## config.mk

```make
export PLATFORM = sky130hd
export DESIGN_NAME = pbsi_pci_side
export DESIGN_NICKNAME = d
export VERILOG_FILES = /design/src/pbsi_pkg.sv /design/src/pbsi_pci_side.sv
export SDC_FILE = /design/constraint.sdc
export NUM_CORES = 1
export LEC_CHECK = 0
export BUFFER_PORTS_ARGS = -buffer_cell sky130_fd_sc_hd__buf_2
export CAP_MARGIN = 5
export CORE_ASPECT_RATIO = 0.5
export CORE_MARGIN = 2
export CORE_UTILIZATION = 46
export DETAILED_ROUTE_END_ITERATION = 12
export GPL_TIMING_DRIVEN = 0
export PLACE_DENSITY = 0.7
export REMOVE_ABC_BUFFERS = 1
export SLEW_MARGIN = 20
export SYNTH_ARGS = -nofsm -noshare
export SYNTH_HDL_FRONTEND = slang
export SYNTH_SLANG_ARGS = --single-unit
```

## constraint.sdc

```tcl
create_clock -name sys_clk_i -period 15.41 [get_ports sys_clk_i]
set_clock_uncertainty 0.2 [all_clocks]
set_input_delay 2.3115 -clock sys_clk_i [delete_from_list [all_inputs] [get_ports sys_clk_i]]
set_output_delay 2.3115 -clock sys_clk_i [all_outputs]
set_load 0.05 [all_outputs]
```

## src/pbsi_pkg.sv

```systemverilog
package pbsi_pkg;

  // ----------------------------------------------------------------
  // bus commands and timing
  // ----------------------------------------------------------------
  localparam logic [3:0] PBSI_CMD_MEM_RD = 4'h6;
  localparam logic [3:0] PBSI_CMD_MEM_WR = 4'h7;
  // cycles a master waits for a claim before giving up
  localparam logic [2:0] PBSI_DEVSEL_WAIT = 3'h5;
  // pin synchroniser depth
  localparam int PBSI_SYNC_STAGES = 3;
  // default target window
  localparam logic [31:0] PBSI_TGT_BASE = 32'h8000_0000;
  localparam logic [31:0] PBSI_TGT_MASK = 32'hF000_0000;

  // ----------------------------------------------------------------
  // carriers
  // ----------------------------------------------------------------
  typedef struct packed {
    logic [3:0] cmd;
    logic write;
    logic [31:0] addr;
    logic [31:0] data;
    logic [3:0] be;
  } pbsi_mreq_t;

  typedef struct packed {
    logic [31:0] data;
    logic abort;
  } pbsi_mrsp_t;

  typedef struct packed {
    logic [31:0] addr;
    logic [31:0] data;
    logic [3:0] be;
  } pbsi_twr_t;

  typedef enum logic [2:0] {
    PBSI_M_IDLE = 3'b000,
    PBSI_M_REQ = 3'b001,
    PBSI_M_ADDR = 3'b010,
    PBSI_M_DATA = 3'b011,
    PBSI_M_TURN = 3'b100
  } pbsi_mstate_t;

  typedef enum logic [2:0] {
    PBSI_T_IDLE = 3'b000,
    PBSI_T_CLAIM = 3'b001,
    PBSI_T_DATA = 3'b010,
    PBSI_T_STOP = 3'b011,
    PBSI_T_DONE = 3'b100
  } pbsi_tstate_t;

endpackage

```

## src/pbsi_pci_side.sv

```systemverilog
// Functional notes
// - ad bits 7:0 hold the low byte, 31:24 the high byte
// - cbe carries command in address phase, active-low lane enables after
// - driven parity is high when the 36 ad and cbe bits hold odd ones
// - devsel is asserted only after our own address decode hits
// - a foreign devsel during decode means we do not claim
// - frame is asserted to start each transaction we master
// - a foreign frame start is decoded as a possible target access
// - request line is asserted while a queued transaction needs the bus
// - master irdy: write with valid data driven, read when able to take
// - target trdy: read with valid data driven, write when sink ready
// - target asserts stop to retry or disconnect the master
// - a stop seen as master ends our transaction, retried later
// - flush request drains all work, blocks the cpu, then acknowledges
// - isa_bus_master_request request is synchronised and passed on as a level
// - lock held during a claimed access marks memory as locked
// - emulation mode: unlogged target write raises modified memory irq
// - address parity error on a decoded address pulses system error
// - foreign system error is reported as a pulse
// - foreign parity error is reported as a pulse
// - all bus pins are sampled and driven on the system clock
module pbsi_pci_side #(
  parameter logic [31:0] TGT_BASE = pbsi_pkg::PBSI_TGT_BASE,
  parameter logic [31:0] TGT_MASK = pbsi_pkg::PBSI_TGT_MASK,
  parameter int BUF_DEPTH = 2
) (
  input wire logic sys_clk_i,
  input wire logic sys_rst_i,
  // user master requests
  input wire logic mreq_valid_i,
  input wire pbsi_pkg::pbsi_mreq_t mreq_i,
  output logic mreq_ready_o,
  output logic mrsp_valid_o,
  output pbsi_pkg::pbsi_mrsp_t mrsp_o,
  // user target side
  output logic twr_valid_o,
  output pbsi_pkg::pbsi_twr_t twr_o,
  input wire logic twr_ready_i,
  output logic trd_req_o,
  output logic [31:0] trd_addr_o,
  input wire logic trd_valid_i,
  input wire logic [31:0] trd_data_i,
  // sideband and status
  input wire logic flush_request_in_i,
  output logic flush_done_ack_o,
  output logic cpu_block_o,
  input wire logic isa_bus_master_request_i,
  output logic isa_mem_req_o,
  output logic mem_locked_o,
  input wire logic emulation_mode_i,
  input wire logic write_logged_i,
  input wire logic irq_clear_i,
  output logic modified_memory_irq_o,
  output logic data_perr_o,
  output logic foreign_serr_o,
  output logic foreign_perr_o,
  // pci pins
  input wire logic [31:0] ad_i,
  output logic [31:0] ad_o,
  output logic ad_oe_o,
  input wire logic [3:0] cbe_n_i,
  output logic [3:0] cbe_n_o,
  output logic cbe_oe_o,
  input wire logic par_i,
  output logic par_o,
  output logic par_oe_o,
  input wire logic frame_n_i,
  output logic frame_n_o,
  output logic frame_oe_o,
  input wire logic irdy_n_i,
  output logic irdy_n_o,
  output logic irdy_oe_o,
  input wire logic trdy_n_i,
  output logic trdy_n_o,
  output logic trdy_oe_o,
  input wire logic stop_n_i,
  output logic stop_n_o,
  output logic stop_oe_o,
  input wire logic devsel_n_i,
  output logic devsel_n_o,
  output logic devsel_oe_o,
  input wire logic perr_n_i,
  output logic perr_n_o,
  output logic perr_oe_o,
  input wire logic serr_n_i,
  output logic serr_n_o,
  output logic serr_oe_o,
  output logic req_n_o,
  input wire logic gnt_n_i,
  input wire logic lock_n_i
);
  import pbsi_pkg::*;

  // ----------------------------------------------------------------
  // sideband synchronisers
  // ----------------------------------------------------------------
  logic [PBSI_SYNC_STAGES-1:0] flush_sh_q, isa_sh_q;
  logic flush_q, isa_q;

  // first stage feeds only the second; a change counts once 2 and 3 agree
  always_ff @(posedge sys_clk_i or posedge sys_rst_i) begin
    if (sys_rst_i) begin
      flush_sh_q <= '0;
      isa_sh_q <= '0;
      flush_q <= 1'b0;
      isa_q <= 1'b0;
    end else begin
      flush_sh_q <= {flush_sh_q[1:0], flush_request_in_i};
      isa_sh_q <= {isa_sh_q[1:0], isa_bus_master_request_i};
      if (flush_sh_q[1] == flush_sh_q[2]) flush_q <= flush_sh_q[2];
      if (isa_sh_q[1] == isa_sh_q[2]) isa_q <= isa_sh_q[2];
    end
  end
  assign isa_mem_req_o = isa_q;

  // ----------------------------------------------------------------
  // two-entry request buffer
  // ----------------------------------------------------------------
  localparam int PW = $clog2(BUF_DEPTH);
  pbsi_mreq_t buf_q [BUF_DEPTH];
  logic [PW-1:0] wp_q, rp_q;
  logic [PW:0] cnt_q;
  logic buf_push, buf_pop, buf_empty;
  pbsi_mreq_t head;

  assign buf_empty = (cnt_q == '0);
  // new work is refused while a flush is under way
  assign mreq_ready_o = (cnt_q != (PW+1)'(BUF_DEPTH)) && !flush_q;
  assign buf_push = mreq_valid_i && mreq_ready_o;
  assign head = buf_q[rp_q];

  always_ff @(posedge sys_clk_i or posedge sys_rst_i) begin
    if (sys_rst_i) begin
      wp_q <= '0;
      rp_q <= '0;
      cnt_q <= '0;
    end else begin
      if (buf_push) wp_q <= (wp_q == PW'(BUF_DEPTH-1)) ? '0 : wp_q + 1'b1;
      if (buf_pop) rp_q <= (rp_q == PW'(BUF_DEPTH-1)) ? '0 : rp_q + 1'b1;
      cnt_q <= cnt_q + (PW+1)'(buf_push) - (PW+1)'(buf_pop);
    end
  end

  // storage needs no reset; only the pointers define validity
  always_ff @(posedge sys_clk_i) begin
    if (buf_push) buf_q[wp_q] <= mreq_i;
  end

  // ----------------------------------------------------------------
  // master engine
  // ----------------------------------------------------------------
  pbsi_mstate_t m_q;
  logic [2:0] wait_q;
  logic m_done, m_stop, m_abort;

  assign m_done = (m_q == PBSI_M_DATA) && !trdy_n_i;
  assign m_stop = (m_q == PBSI_M_DATA) && trdy_n_i && !stop_n_i;
  assign m_abort = (m_q == PBSI_M_DATA) && trdy_n_i && stop_n_i &&
                   devsel_n_i && (wait_q == PBSI_DEVSEL_WAIT);
  // a stopped request stays queued and is re-requested
  assign buf_pop = m_done || m_abort;

  always_ff @(posedge sys_clk_i or posedge sys_rst_i) begin
    if (sys_rst_i) begin
      m_q <= PBSI_M_IDLE;
      wait_q <= '0;
    end else begin
      case (m_q)
        PBSI_M_IDLE: if (!buf_empty) m_q <= PBSI_M_REQ;
        PBSI_M_REQ: begin
          // own grant and an idle bus before we drive anything
          if (!gnt_n_i && frame_n_i && irdy_n_i) m_q <= PBSI_M_ADDR;
        end
        PBSI_M_ADDR: begin
          wait_q <= '0;
          m_q <= PBSI_M_DATA;
        end
        PBSI_M_DATA: begin
          wait_q <= wait_q + 3'h1;
          if (m_done || m_stop || m_abort) m_q <= PBSI_M_TURN;
        end
        PBSI_M_TURN: m_q <= PBSI_M_IDLE;
        default: m_q <= PBSI_M_IDLE;
      endcase
    end
  end

  // master response words
  always_ff @(posedge sys_clk_i or posedge sys_rst_i) begin
    if (sys_rst_i) begin
      mrsp_valid_o <= 1'b0;
      mrsp_o <= '0;
    end else begin
      mrsp_valid_o <= buf_pop;
      if (buf_pop) begin
        mrsp_o.data <= head.write ? 32'h0000_0000 : ad_i;
        mrsp_o.abort <= m_abort;
      end
    end
  end

  assign req_n_o = !(m_q == PBSI_M_REQ);

  // ----------------------------------------------------------------
  // target engine
  // ----------------------------------------------------------------
  pbsi_tstate_t t_q;
  logic frame_prev_q, t_write_q, rd_have_q, lock_q, t_xfer, t_end;
  logic [31:0] t_addr_q, rd_q;
  logic foreign_start, t_hit, t_trdy, t_stop, retry_q;

  // only frames that are not our own are decoded
  assign foreign_start = !frame_n_i && frame_prev_q &&
                         (m_q == PBSI_M_IDLE || m_q == PBSI_M_REQ);
  assign t_hit = ((ad_i & TGT_MASK) == TGT_BASE) &&
                 (~cbe_n_i == ~PBSI_CMD_MEM_RD ||
                  ~cbe_n_i == ~PBSI_CMD_MEM_WR);
  assign t_trdy = (t_q == PBSI_T_DATA) && !retry_q &&
                  (t_write_q ? twr_ready_i : rd_have_q);
  // retry when flushing, disconnect when the master wants a burst
  assign t_stop = (t_q == PBSI_T_STOP) ||
                  ((t_q == PBSI_T_DATA) && (retry_q || !frame_n_i));
  assign t_xfer = t_trdy && !irdy_n_i;
  assign t_end = !irdy_n_i && (t_trdy || t_stop) && frame_n_i;

  always_ff @(posedge sys_clk_i or posedge sys_rst_i) begin
    if (sys_rst_i) begin
      t_q <= PBSI_T_IDLE;
      frame_prev_q <= 1'b1;
      t_write_q <= 1'b0;
      t_addr_q <= '0;
      retry_q <= 1'b0;
    end else begin
      frame_prev_q <= frame_n_i;
      case (t_q)
        PBSI_T_IDLE: begin
          if (foreign_start && t_hit) begin
            t_q <= PBSI_T_CLAIM;
            t_addr_q <= ad_i;
            t_write_q <= (cbe_n_i == PBSI_CMD_MEM_WR);
          end
        end
        PBSI_T_CLAIM: begin
          retry_q <= flush_q;
          // someone faster claimed it: stay off the bus
          t_q <= devsel_n_i ? PBSI_T_DATA : PBSI_T_IDLE;
        end
        PBSI_T_DATA: begin
          if (t_end) t_q <= PBSI_T_DONE;
          else if (t_xfer) t_q <= PBSI_T_STOP;
        end
        PBSI_T_STOP: if (t_end) t_q <= PBSI_T_DONE;
        PBSI_T_DONE: t_q <= PBSI_T_IDLE;
        default: t_q <= PBSI_T_IDLE;
      endcase
    end
  end

  // read data fetch and write hand-off
  always_ff @(posedge sys_clk_i or posedge sys_rst_i) begin
    if (sys_rst_i) begin
      rd_have_q <= 1'b0;
      rd_q <= '0;
      twr_valid_o <= 1'b0;
      twr_o <= '0;
    end else begin
      if (t_q == PBSI_T_DONE) rd_have_q <= 1'b0;
      else if (trd_req_o && trd_valid_i) rd_have_q <= 1'b1;
      if (trd_req_o && trd_valid_i) rd_q <= trd_data_i;
      twr_valid_o <= t_xfer && t_write_q;
      if (t_xfer && t_write_q) begin
        twr_o.addr <= t_addr_q;
        twr_o.data <= ad_i;
        twr_o.be <= ~cbe_n_i;
      end
    end
  end
  assign trd_req_o = (t_q == PBSI_T_DATA) && !t_write_q && !rd_have_q &&
                     !retry_q;
  assign trd_addr_o = t_addr_q;

  // lock tracking: held from a locked claim until frame and lock free
  always_ff @(posedge sys_clk_i or posedge sys_rst_i) begin
    if (sys_rst_i) lock_q <= 1'b0;
    else if (t_q == PBSI_T_CLAIM && !lock_n_i) lock_q <= 1'b1;
    else if (frame_n_i && !lock_n_i == 1'b0) lock_q <= 1'b0;
  end
  assign mem_locked_o = lock_q;

  // modified memory interrupt; set beats clear
  always_ff @(posedge sys_clk_i or posedge sys_rst_i) begin
    if (sys_rst_i) modified_memory_irq_o <= 1'b0;
    else if (t_xfer && t_write_q && emulation_mode_i && !write_logged_i)
      modified_memory_irq_o <= 1'b1;
    else if (irq_clear_i) modified_memory_irq_o <= 1'b0;
  end

  // ----------------------------------------------------------------
  // pin drive
  // ----------------------------------------------------------------
  logic m_own, t_own;
  assign m_own = (m_q == PBSI_M_ADDR) || (m_q == PBSI_M_DATA);
  assign t_own = (t_q == PBSI_T_DATA) || (t_q == PBSI_T_STOP) ||
                 (t_q == PBSI_T_DONE);

  assign ad_oe_o = (m_q == PBSI_M_ADDR) ||
                   ((m_q == PBSI_M_DATA) && head.write) ||
                   ((t_q == PBSI_T_DATA) && !t_write_q && rd_have_q);
  // low byte sits in bits 7:0 for address and data alike
  assign ad_o = (m_q == PBSI_M_ADDR) ? head.addr :
                (m_q == PBSI_M_DATA) ? head.data : rd_q;
  assign cbe_oe_o = m_own;
  assign cbe_n_o = (m_q == PBSI_M_ADDR) ? head.cmd : ~head.be;
  assign frame_oe_o = m_own;
  assign frame_n_o = !(m_q == PBSI_M_ADDR);
  // single data phase: frame drops as irdy rises
  assign irdy_oe_o = m_own || (m_q == PBSI_M_TURN);
  assign irdy_n_o = !(m_q == PBSI_M_DATA);
  assign devsel_oe_o = t_own;
  assign devsel_n_o = (t_q == PBSI_T_DONE);
  assign trdy_oe_o = t_own;
  assign trdy_n_o = !t_trdy;
  assign stop_oe_o = t_own;
  assign stop_n_o = !t_stop;

  // ----------------------------------------------------------------
  // parity generation and checking
  // ----------------------------------------------------------------
  logic [31:0] ad_s_q;
  logic [3:0] cbe_s_q;
  logic achk_q, dchk_q, par_bad;

  // parity trails its phase by one clock, as the bus expects
  always_ff @(posedge sys_clk_i or posedge sys_rst_i) begin
    if (sys_rst_i) begin
      par_o <= 1'b0;
      par_oe_o <= 1'b0;
      ad_s_q <= '0;
      cbe_s_q <= '0;
      achk_q <= 1'b0;
      dchk_q <= 1'b0;
    end else begin
      // lanes taken from the bus: on a target read the master owns them
      par_o <= ^{ad_o, cbe_n_i};
      par_oe_o <= ad_oe_o;
      ad_s_q <= ad_i;
      cbe_s_q <= cbe_n_i;
      achk_q <= foreign_start && t_hit;
      dchk_q <= (m_done && !head.write) || (t_xfer && t_write_q);
    end
  end
  assign par_bad = (par_i != ^{ad_s_q, cbe_s_q});

  // error pulses driven and observed
  always_ff @(posedge sys_clk_i or posedge sys_rst_i) begin
    if (sys_rst_i) begin
      serr_oe_o <= 1'b0;
      perr_oe_o <= 1'b0;
      data_perr_o <= 1'b0;
      foreign_serr_o <= 1'b0;
      foreign_perr_o <= 1'b0;
    end else begin
      serr_oe_o <= achk_q && par_bad;
      perr_oe_o <= dchk_q && par_bad;
      data_perr_o <= dchk_q && par_bad;
      foreign_serr_o <= !serr_n_i && !serr_oe_o;
      foreign_perr_o <= !perr_n_i && !perr_oe_o;
    end
  end
  assign serr_n_o = 1'b0;
  assign perr_n_o = 1'b0;

  // ----------------------------------------------------------------
  // flush handshake
  // ----------------------------------------------------------------
  always_ff @(posedge sys_clk_i or posedge sys_rst_i) begin
    if (sys_rst_i) flush_done_ack_o <= 1'b0;
    else if (!flush_q) flush_done_ack_o <= 1'b0;
    else if (buf_empty && m_q == PBSI_M_IDLE && t_q == PBSI_T_IDLE)
      flush_done_ack_o <= 1'b1;
  end
  // cpu stays blocked from request to release of the synchronised flush
  assign cpu_block_o = flush_q;
endmodule // pbsi_pci_side

```

==> results.sh, run 1 <==
export IMPL_status="finished, final reports clean"
export IMPL_min_path_type="reg -> reg"
export IMPL_ant_nets=0
export IMPL_p_leak_nw=9.15
export IMPL_cts_hold_buf=0
export IMPL_area_growth_syn_to_layout_pct=23.7
export IMPL_place_ws_ps=9770
export IMPL_worst_pin_slew_ps=683
export IMPL_layout_common_cells="buf_2, dfrtp_1, nand2_1, edfxtp_1, mux2_2"
export IMPL_required_ps=12900
export IMPL_crit_path_cell_trace="nand2b_2 -> buf_16 -> clkinv_2 -> buf_16 -> nand2b_1 -> o21ai_0 -> o21ai_0 -> buf_2"
export IMPL_cts_buffers_inserted=38
export IMPL_timing_reg2reg_setup_slack_ps=11410
export IMPL_r2r_start="m_q[2]$_DFFE_PP0P_"
export IMPL_start_util=0.472
export IMPL_vias_per_cell=5.08
export IMPL_crit_fanout=29
export IMPL_synthCells=1106
export IMPL_critPathArrivalTime_ps=3610
export IMPL_dr_first_iter_drc_count=605
export IMPL_drc=0
export IMPL_gp_congestion=0.811
export IMPL_setup_viol=0
export IMPL_wire_per_inst_um=18.8
export IMPL_grt_pass1_vias=10366
export IMPL_grt_antenna_before_repair=6
export IMPL_globalRouteMet3Util=0.0339
export IMPL_grt_pass1_wl_um=57200
export IMPL_floorplan_rows=47
export IMPL_post_route_min_period_ps=6120
export IMPL_whs_endpoint="flush_sh_q[1]$_DFF_PP0_"
export IMPL_cts_sinks=385
export IMPL_rsz0062_at_grt="false"
export IMPL_max_slew_margin_rel=0.535
export IMPL_startpoint_type="register"
export IMPL_yosys_most_used_dff="dfrtp_1"
export IMPL_io_buffers=358
export IMPL_power_switching_share=0.374
export IMPL_ys_types=51
export IMPL_syn_area_mm2=0.0158
export IMPL_coreArea_mm2=0.0334
export IMPL_ff2ff_path_depth=12
export IMPL_hold_depth=0
export IMPL_io_pins=361
export IMPL_cp_slowest_cell="nand2b_2"
export IMPL_final_nets=1632
export IMPL_fin_crit_sh=0.397
export IMPL_min_from="flush_sh_q[0]$_DFF_PP0_"
export IMPL_post_cts_buffers=0
export IMPL_p_int_w=0.00233
export IMPL_setup_slack_ps=9290
export IMPL_ir_drop_v=0.000139
export IMPL_ctsHtreeMaxLevel=2
export IMPL_drt_total_wl_um=36400
export IMPL_end_kind="output pin"
export IMPL_dieArea_mm2=0.0358
export IMPL_clk_path_buf_depth=3
export IMPL_die_y_um=135
export IMPL_use_met2=0.375
export IMPL_overflow=0
export IMPL_ys_seq_area_frac=0.658
export IMPL_seqPwrFrac=0.364
export IMPL_max_stage_delay_ps=530
export IMPL_power_frac_clock=0.245
export IMPL_drv_slew=0
export IMPL_startpoint="m_q[2]$_DFFE_PP0P_"
export IMPL_syn_avg_cell_area_um2=14.2
export IMPL_first_pass_iters=6
export IMPL_grt_max_degree=110
export IMPL_grt_usage=0.203
export IMPL_clkTransAtPathRegs_ps=60
export IMPL_setup_tns_ps=0
export IMPL_ys_warn_count=0
export IMPL_tritoncts="built"
export IMPL_comb_power_share=0.390
export IMPL_use_met1=0.242
export IMPL_maxCapViolCount=0
export IMPL_path_class="reg -> out"
export IMPL_root_buffer="clkbuf_16"
export IMPL_cts_resized=0
export IMPL_p_switching_w=0.00140
export IMPL_via_count=9860
export IMPL_grt_busiest_layer="met2"
export IMPL_fmax_mhz=163
export IMPL_dp_hpwl_um=26400
export IMPL_hold_violations=0
export IMPL_die_w_um=266
export IMPL_clk_latency_ps=530
export IMPL_synth_edf_count=146
export IMPL_cellPowerDensity_mw_per_mm2=191
export IMPL_r2r_end="cnt_q[1]$_DFF_PP0_"
export IMPL_synthArstFlopShare=0.621
export IMPL_final_common_cell="buf_2"
export IMPL_ys_ff_latch=385
export IMPL_drive_gt1_frac=0.407
## stage by stage
stage	hold slack [ps]	instances	util	total power [W]	area (um^2)
after global placement	134	1850	0.534	0.00280	17800
after detailed placement	136	1865	0.546	0.00285	18300
after global routing	151	1941	0.584	0.00392	19500
after floorplan	131	1051	-	0.00247	15500
after CTS	150	1935	0.583	0.00377	19500
final	149	1941	0.584	0.00373	19500
## worst max-delay path, delay by kind of cell (launching register included)
family / cells / cell delay (ps)
DFF: 1 / 400
and+or+nand+nor: 2 / 1050
buffers and inverters: 4 / 1220
AOI/OAI and AO/OA: 2 / 380
## flip-flops by register name, indices dropped and copies added (netlist names), 2 cells and up
register,count
wait_q,3
cbe_s_q,4
ad_s_q,32
mrsp_o,33
rd_q,32
flush_sh_q,3
cnt_q,2
twr_o,68
isa_sh_q,3
t_q,3
trd_addr_o,32
m_q,3
buf_q,146
## cell families after synthesis
family	Yosys count	synth area share
flops	385	0.658
simple gates	241	0.0619
mux	180	0.150
xor+xnor	114	0.0651
compound gates	104	0.0370
buf+inv	72	0.0210
fa+ha+maj	9	0.00683
other cells	1	0.000238
## metal layers
| metal | vias up | wire (um) | part of all wire |
|---|---|---|---|
| met5 | - | 13 | 0.00036 |
| met4 | 2 | 1030 | 0.028 |
| met3 | 74 | 1260 | 0.035 |
| met2 | 212 | 19800 | 0.54 |
| met1 | 4977 | 14300 | 0.39 |
| li1 | 4595 | - | - |
## worst max path at each step
stage,end,slack [ps],depth (start not counted)
after CTS,cbe_n_o[3],9220,8
after floorplan,achk_q$_DFF_PP0_,6340,1
final,cbe_n_o[3],9290,8
after global placement,flush_sh_q[1]$_DFF_PP0_,3910,2
after global routing,cbe_n_o[3],8860,8
after detailed placement,trdy_n_o,9770,5
## area by class of cell
type / count / area (um^2)
Antenna cell: 6 / 15.0
Clock buffer: 60 / 1150
Clock inverter: 10 / 83.8
Fill cell: 2702 / 13900
Inverter: 16 / 68.8
Multi-Input combinational cell: 650 / 5100
Sequential cell: 385 / 10400
Tap cell: 441 / 552
Timing Repair Buffer: 373 / 2150
## cells in the mapped netlist (3+ instances only)
library cell,n,area share
buf_1,6,0.0014
mux2i_1,15,0.0095
edfxtp_1,146,0.28
o211ai_1,4,0.0019
nand3_1,3,0.00095
and2_1,5,0.0020
clkbuf_1,26,0.0062
dfrtp_1,238,0.38
and3_1,3,0.0012
xor2_1,39,0.022
nor2_1,29,0.0069
mux2_2,134,0.096
buf_2,13,0.0041
xnor2_1,73,0.041
mux4_2,29,0.041
nand2b_1,4,0.0016
inv_1,15,0.0036
nor3_1,3,0.00095
nand2_1,183,0.044
o21ai_0,66,0.021
buf_4,10,0.0048
a21o_1,4,0.0019
ha_1,7,0.0056
a21oi_1,17,0.0054
## power groups by stage
stage	sequential, W	combinational (W)	clock (W)
floorplan	0.00153	0.000944	0
global placement	0.00141	0.00139	0
detailed placement	0.00138	0.00147	0
CTS	0.00136	0.00148	0.000937
global route	0.00138	0.00156	0.000980
finish	0.00136	0.00146	0.000915
(Power assumes the default switching activity.)
==> run 2, diff against run 1 <==
PLACE_DENSITY = 0.72   (was 0.7)
clock period = 5.19 ns   (was 15.41 ns; I/O delays follow)
==> run 2 against run 1 <==
Sequential power grew to 3.0 times the previous value. Register-to-register slack lost 9800 ps. Worst setup slack worse by 8500 ps. Clock power rose to 2.8 times the previous value. Largest cell class unchanged.
==> results.sh, run 2 (same netlist as run 1, synthesis figures left out) <==
export IMPL_grt_pass1_wl_um=57400
export IMPL_status="finished, final reports clean"
export IMPL_cts_sinks=385
export IMPL_clkTransAtPathRegs_ps=70
export IMPL_whs_ps=151
export IMPL_dp_hpwl_um=26300
export IMPL_drc=0
export IMPL_layout_common_cells="buf_2, dfrtp_1, nand2_1, edfxtp_1, mux2_2"
export IMPL_drt_total_wl_um=36900
export IMPL_root_buffer="clkbuf_16"
export IMPL_drv_slew=0
export IMPL_top_layer="met4"
export IMPL_largest_reg_flops=146
export IMPL_setup_viol=0
export IMPL_die_w_um=266
export IMPL_ctsHtreeMaxLevel=2
export IMPL_final_nets=1631
export IMPL_gp_congestion=0.810
export IMPL_vias_per_cell=5.14
export IMPL_ir_drop_v=0.000468
export IMPL_path_class="reg -> out"
export IMPL_r2r_end="par_o$_DFF_PP0_"
export IMPL_cellPowerDensity_mw_per_mm2=565
export IMPL_cts_buffers_inserted=36
export IMPL_end_kind="output pin"
export IMPL_first_pass_iters=5
export IMPL_area_growth_syn_to_layout_pct=23.4
export IMPL_clk_latency_ps=530
export IMPL_startpoint_type="register"
export IMPL_m1WireLength_um=14100
export IMPL_critPathArrivalTime_ps=3410
export IMPL_overflow=0
export IMPL_timing_reg2reg_setup_slack_ps=1630
export IMPL_maxCapViolCount=0
export IMPL_crit_fanout=46
export IMPL_startpoint="m_q[1]$_DFFE_PP0P_"
export IMPL_max_stage_delay_ps=550
export IMPL_crit_buf_inv=4
export IMPL_worst_pin_slew_ps=774
export IMPL_dieArea_mm2=0.0358
export IMPL_critPathCapture="cbe_n_o[0]"
export IMPL_wl_met3_um=1260
export IMPL_r2r_start="m_q[1]$_DFFE_PP0P_"
export IMPL_grt_max_degree=113
export IMPL_largest_register="buf_q"
export IMPL_grt_usage=0.204
export IMPL_via_count=9983
export IMPL_crit_path_cell_trace="nand2b_2 -> buf_16 -> clkinv_2 -> buf_12 -> nand2b_1 -> nand2_1 -> o211ai_1 -> o21ai_0 -> buf_2"
export IMPL_min_path_type="reg -> reg"
export IMPL_max_slew_margin_rel=0.479
export IMPL_rsz0062_at_grt="false"
export IMPL_grt_antenna_before_repair=11
export IMPL_wire_per_inst_um=19.0
export IMPL_dr_first_iter_drc_count=598
export IMPL_required_ps=4210
export IMPL_fmax_mhz=228
export IMPL_cp_slowest_cell="nand2b_1"
export IMPL_largest_registers="buf_q (146), twr_o (68), mrsp_o (33)"
export IMPL_final_common_cell="buf_2"
export IMPL_start_util=0.472
export IMPL_grt_pass1_vias=10532
export IMPL_ff2ff_path_depth=9
export IMPL_fillers=2670
export IMPL_hold_violations=0
export IMPL_tritoncts="built"
export IMPL_drive_gt1_frac=0.405
export IMPL_fin_crit_sh=0.845
export IMPL_io_pins=361
export IMPL_die_y_um=135
export IMPL_clk_path_buf_depth=3
export IMPL_floorplan_rows=47
export IMPL_power_total_w=0.0110
export IMPL_wl_met2_um=20000
export IMPL_post_route_min_period_ps=4390
export IMPL_p_leak_nw=9.12
export IMPL_coreArea_mm2=0.0334
export IMPL_crit_family="simple AND/OR/NAND/NOR gates"
export IMPL_path_depth=9
export IMPL_io_buffers=358
export IMPL_ant_nets=0
[run 2: worst reg2reg max path: cells and delay by family, from the launching register on]
kind | cells | cell delay (ps)
buffers and inverters | 3 | 660
XOR/XNOR | 3 | 810
flip-flops | 1 | 460
AND/OR/NAND/NOR | 2 | 1060
AO/OA/AOI/OAI | 1 | 250
[run 2: routing by layer]
layer,GRT usage,up-vias
met5,0,-
met4,0.0974,0
met3,0.0337,96
met2,0.378,244
met1,0.232,5045
li1,-,4598
[run 2: worst min-delay path by stage]
stage / startpoint / end / depth (start not counted)
after CTS: flush_request_in_i / flush_sh_q[0]$_DFF_PP0_ / 1
after global routing: flush_request_in_i / flush_sh_q[0]$_DFF_PP0_ / 1
after floorplan: flush_sh_q[0]$_DFF_PP0_ / flush_sh_q[1]$_DFF_PP0_ / 0
after global placement: isa_sh_q[0]$_DFF_PP0_ / isa_sh_q[1]$_DFF_PP0_ / 0
final: flush_sh_q[0]$_DFF_PP0_ / flush_sh_q[1]$_DFF_PP0_ / 0
after detailed placement: flush_sh_q[0]$_DFF_PP0_ / flush_sh_q[1]$_DFF_PP0_ / 0
[run 2: metrics by stage]
step	setup slack [ps]	TNS, ps	util	std cells	instance area (um^2)
after floorplan	-2350	-613930	-	1051	15500
after global placement	-4560	-1247140	0.534	1850	17800
after detailed placement	1400	0	0.547	1865	18300
after CTS	775	0	0.581	1931	19400
after global routing	539	0	0.582	1942	19400
final	802	0	0.582	1942	19400
[run 2: repair_timing]
item	4_1_cts	5_1_grt
hold endpoints to repair	26	0
hold buffers	1	0
buffers inserted	0	0
gates resized for setup	0	0
[run 2: area by class of cell]
cell class                 instances  area, um^2  share of cell area
clock buffer                      56        1060              0.0544
sequential                       385       10400               0.533
multi-input combinational        650        5100               0.262
timing repair buffer             374        2180               0.112
tap                              441         552              0.0284
inverter                          16        68.8             0.00354
clock inverter                     9        80.1             0.00412
antenna                           11        27.5             0.00142
[run 2: where the power goes]
part	total [W]	internal (W)	switching [W]
logic	0.00438	0.00170	0.00269
clock network	0.00259	0.00146	0.00113
registers	0.00402	0.00367	0.000345
==> run 3, diff against run 2 <==
clock period = 3.55 ns   (was 5.19 ns; I/O delays follow)
==> run 3 against run 2 <==
Clock power is 47% higher. Die area did not move. Count of clock-buffer cells in the layout unchanged. Total power rose by 48%. Register-to-register slack worse by 1500 ps. Sequential share of layout area fell by 3.1 points. Largest power group unchanged. Highest routed layer unchanged.
==> results.sh, run 3 (same netlist as run 1, synthesis figures left out) <==
export IMPL_final_common_cell="buf_2"
export IMPL_max_slew_margin_rel=0.478
export IMPL_fin_crit_sh=0.962
export IMPL_end_kind="register"
export IMPL_io_buffers=358
export IMPL_clk_latency_ps=530
export IMPL_final_area_mm2=0.0206
export IMPL_clkTransAtPathRegs_ps=60
export IMPL_seqPwrFrac=0.360
export IMPL_whs_ps=31.9
export IMPL_final_nets=1749
export IMPL_critPathArrivalTime_ps=3610
export IMPL_layout_common_cells="buf_2, dfrtp_1, nand2_1, edfxtp_1, mux2_2"
export IMPL_startpoint_type="register"
export IMPL_root_buffer="clkbuf_16"
export IMPL_die_y_um=135
export IMPL_power_switching_share=0.379
export IMPL_crit_fanout=41
export IMPL_coreArea_mm2=0.0334
export IMPL_io_pins=361
export IMPL_ff2ff_path_depth=8
export IMPL_grt_max_degree=113
export IMPL_clk_path_buf_depth=3
export IMPL_post_route_min_period_ps=3410
export IMPL_place_ws_ps=4.75
export IMPL_fmax_mhz=293
export IMPL_floorplan_rows=47
export IMPL_grt_usage=0.215
export IMPL_comb_power_share=0.406
export IMPL_largest_register="buf_q"
export IMPL_worst_pin_slew_ps=776
export IMPL_die_w_um=266
export IMPL_p_switching_w=0.00616
export IMPL_largest_registers="buf_q (146), twr_o (68), mrsp_o (33)"
export IMPL_fillers=2504
export IMPL_cp_slowest_cell="dfrtp_4"
export IMPL_hold_violations=0
export IMPL_overflow=0
export IMPL_p_int_w=0.0101
export IMPL_setup_viol=0
export IMPL_via_count=10466
export IMPL_ant_nets=0
export IMPL_start_util=0.472
export IMPL_ctsHtreeMaxLevel=2
export IMPL_drc=0
export IMPL_drive_gt1_frac=0.379
export IMPL_drv_slew=0
export IMPL_vias_per_cell=5.10
export IMPL_cts_sinks=385
export IMPL_final_core_util=0.618
export IMPL_timing_reg2reg_setup_slack_ps=140
export IMPL_dr_first_iter_drc_count=631
export IMPL_wire_per_inst_um=18.9
export IMPL_crit_path_cell_trace="buf_16 -> mux4_2 -> xor2_1 -> a21oi_2 -> xnor2_1 -> xnor2_1 -> xnor3_1 -> xnor3_1"
export IMPL_dp_hpwl_um=26300
export IMPL_place_area_mm2=0.0183
export IMPL_setup_tns_ps=0
export IMPL_grt_pass1_vias=11099
export IMPL_max_stage_delay_ps=620
export IMPL_min_path_type="in -> reg"
export IMPL_tritoncts="built"
export IMPL_first_pass_iters=4
export IMPL_ir_drop_v=0.000685
export IMPL_area_growth_syn_to_layout_pct=30.9
export IMPL_largest_reg_flops=146
export IMPL_cellPowerDensity_mw_per_mm2=788
export IMPL_dieArea_mm2=0.0358
export IMPL_gp_congestion=0.810
export IMPL_rsz0062_at_grt="false"
export IMPL_critPathCapture="par_o$_DFF_PP0_"
export IMPL_grt_pass1_wl_um=60400
export IMPL_grt_antenna_before_repair=5
export IMPL_p_leak_nw=9.62
export IMPL_r2r_end="par_o$_DFF_PP0_"
export IMPL_maxCapViolCount=0
export IMPL_r2r_start="rp_q$_DFFE_PP0P_"
export IMPL_required_ps=3740
export IMPL_startpoint="rp_q$_DFFE_PP0P_"
export IMPL_cts_buffers_inserted=36
export IMPL_status="finished, final reports clean"
export IMPL_setup_slack_ps=136
export IMPL_power_frac_clock=0.234
export IMPL_drt_total_wl_um=38800
export IMPL_path_class="reg -> reg"
run 3: timing repair:
item | CTS | global route
setup endpoints to repair | 5 | 5
gates cloned | 1 | 0
pin swaps | 0 | 0
hold buffers | 116 | 0
buffers inserted | 0 | 2
resized for setup | 4 | 2
endpoints found under the hold margin | 213 | 0
run 3: metal layers:
metal | share of wire | GRT usage | routed length, um | vias to the layer above
met4 | 0.039 | 0.0924 | 1500 | 0
met3 | 0.036 | 0.0334 | 1380 | 102
met2 | 0.54 | 0.404 | 21000 | 267
met5 | 0 | 0 | 0 | -
li1 | - | - | - | 4823
met1 | 0.38 | 0.245 | 14800 | 5274
run 3: worst max-delay path: cells and delay by family (launching register included):
family | cells | cell delay, ps
mux | 1 | 580
xor+xnor | 5 | 1470
compound gates | 1 | 80
buf+inv | 1 | 290
flops | 1 | 620
run 3: power by group through the flow:
stage / Sequential, W / Combinational (W) / Clock, W
CTS: 0.00587 / 0.00660 / 0.00389
floorplan: 0.00662 / 0.00410 / 0
finish: 0.00586 / 0.00660 / 0.00380
global route: 0.00594 / 0.00702 / 0.00406
detailed placement: 0.00595 / 0.00645 / 0
global placement: 0.00612 / 0.00602 / 0
run 3: how the worst min path moves through the flow:
stage | startpoint | to | slack (ps) | cells after the start
finish | mreq_i[45] | buf_q[0][45]$_DFFE_PP_ | 30 | 1
global route | mreq_i[45] | buf_q[0][45]$_DFFE_PP_ | 6 | 1
CTS | mreq_i[45] | buf_q[0][45]$_DFFE_PP_ | 3 | 1
detailed placement | flush_sh_q[0]$_DFF_PP0_ | flush_sh_q[1]$_DFF_PP0_ | 140 | 0
global placement | isa_sh_q[0]$_DFF_PP0_ | isa_sh_q[1]$_DFF_PP0_ | 130 | 0
floorplan | flush_sh_q[0]$_DFF_PP0_ | flush_sh_q[1]$_DFF_PP0_ | 130 | 0
run 3: cell type report:
cell class / count / area (um^2) / share of cell area
antenna: 5 / 12.5 / 0.000606
timing repair buffer: 491 / 3360 / 0.163
sequential: 385 / 10400 / 0.503
tap: 441 / 552 / 0.0267
inverter: 16 / 68.8 / 0.00334
clock inverter: 9 / 80.1 / 0.00388
clock buffer: 56 / 1060 / 0.0512
multi-input combinational: 651 / 5120 / 0.248
run 3: metrics by stage:
step	std cells	total power, W
6_report	2054	0.0163
5_1_grt	2054	0.0170
4_1_cts	2047	0.0164
3_5_place_dp	1865	0.0124
3_3_place_gp	1850	0.0121
2_1_floorplan	1051	0.0107
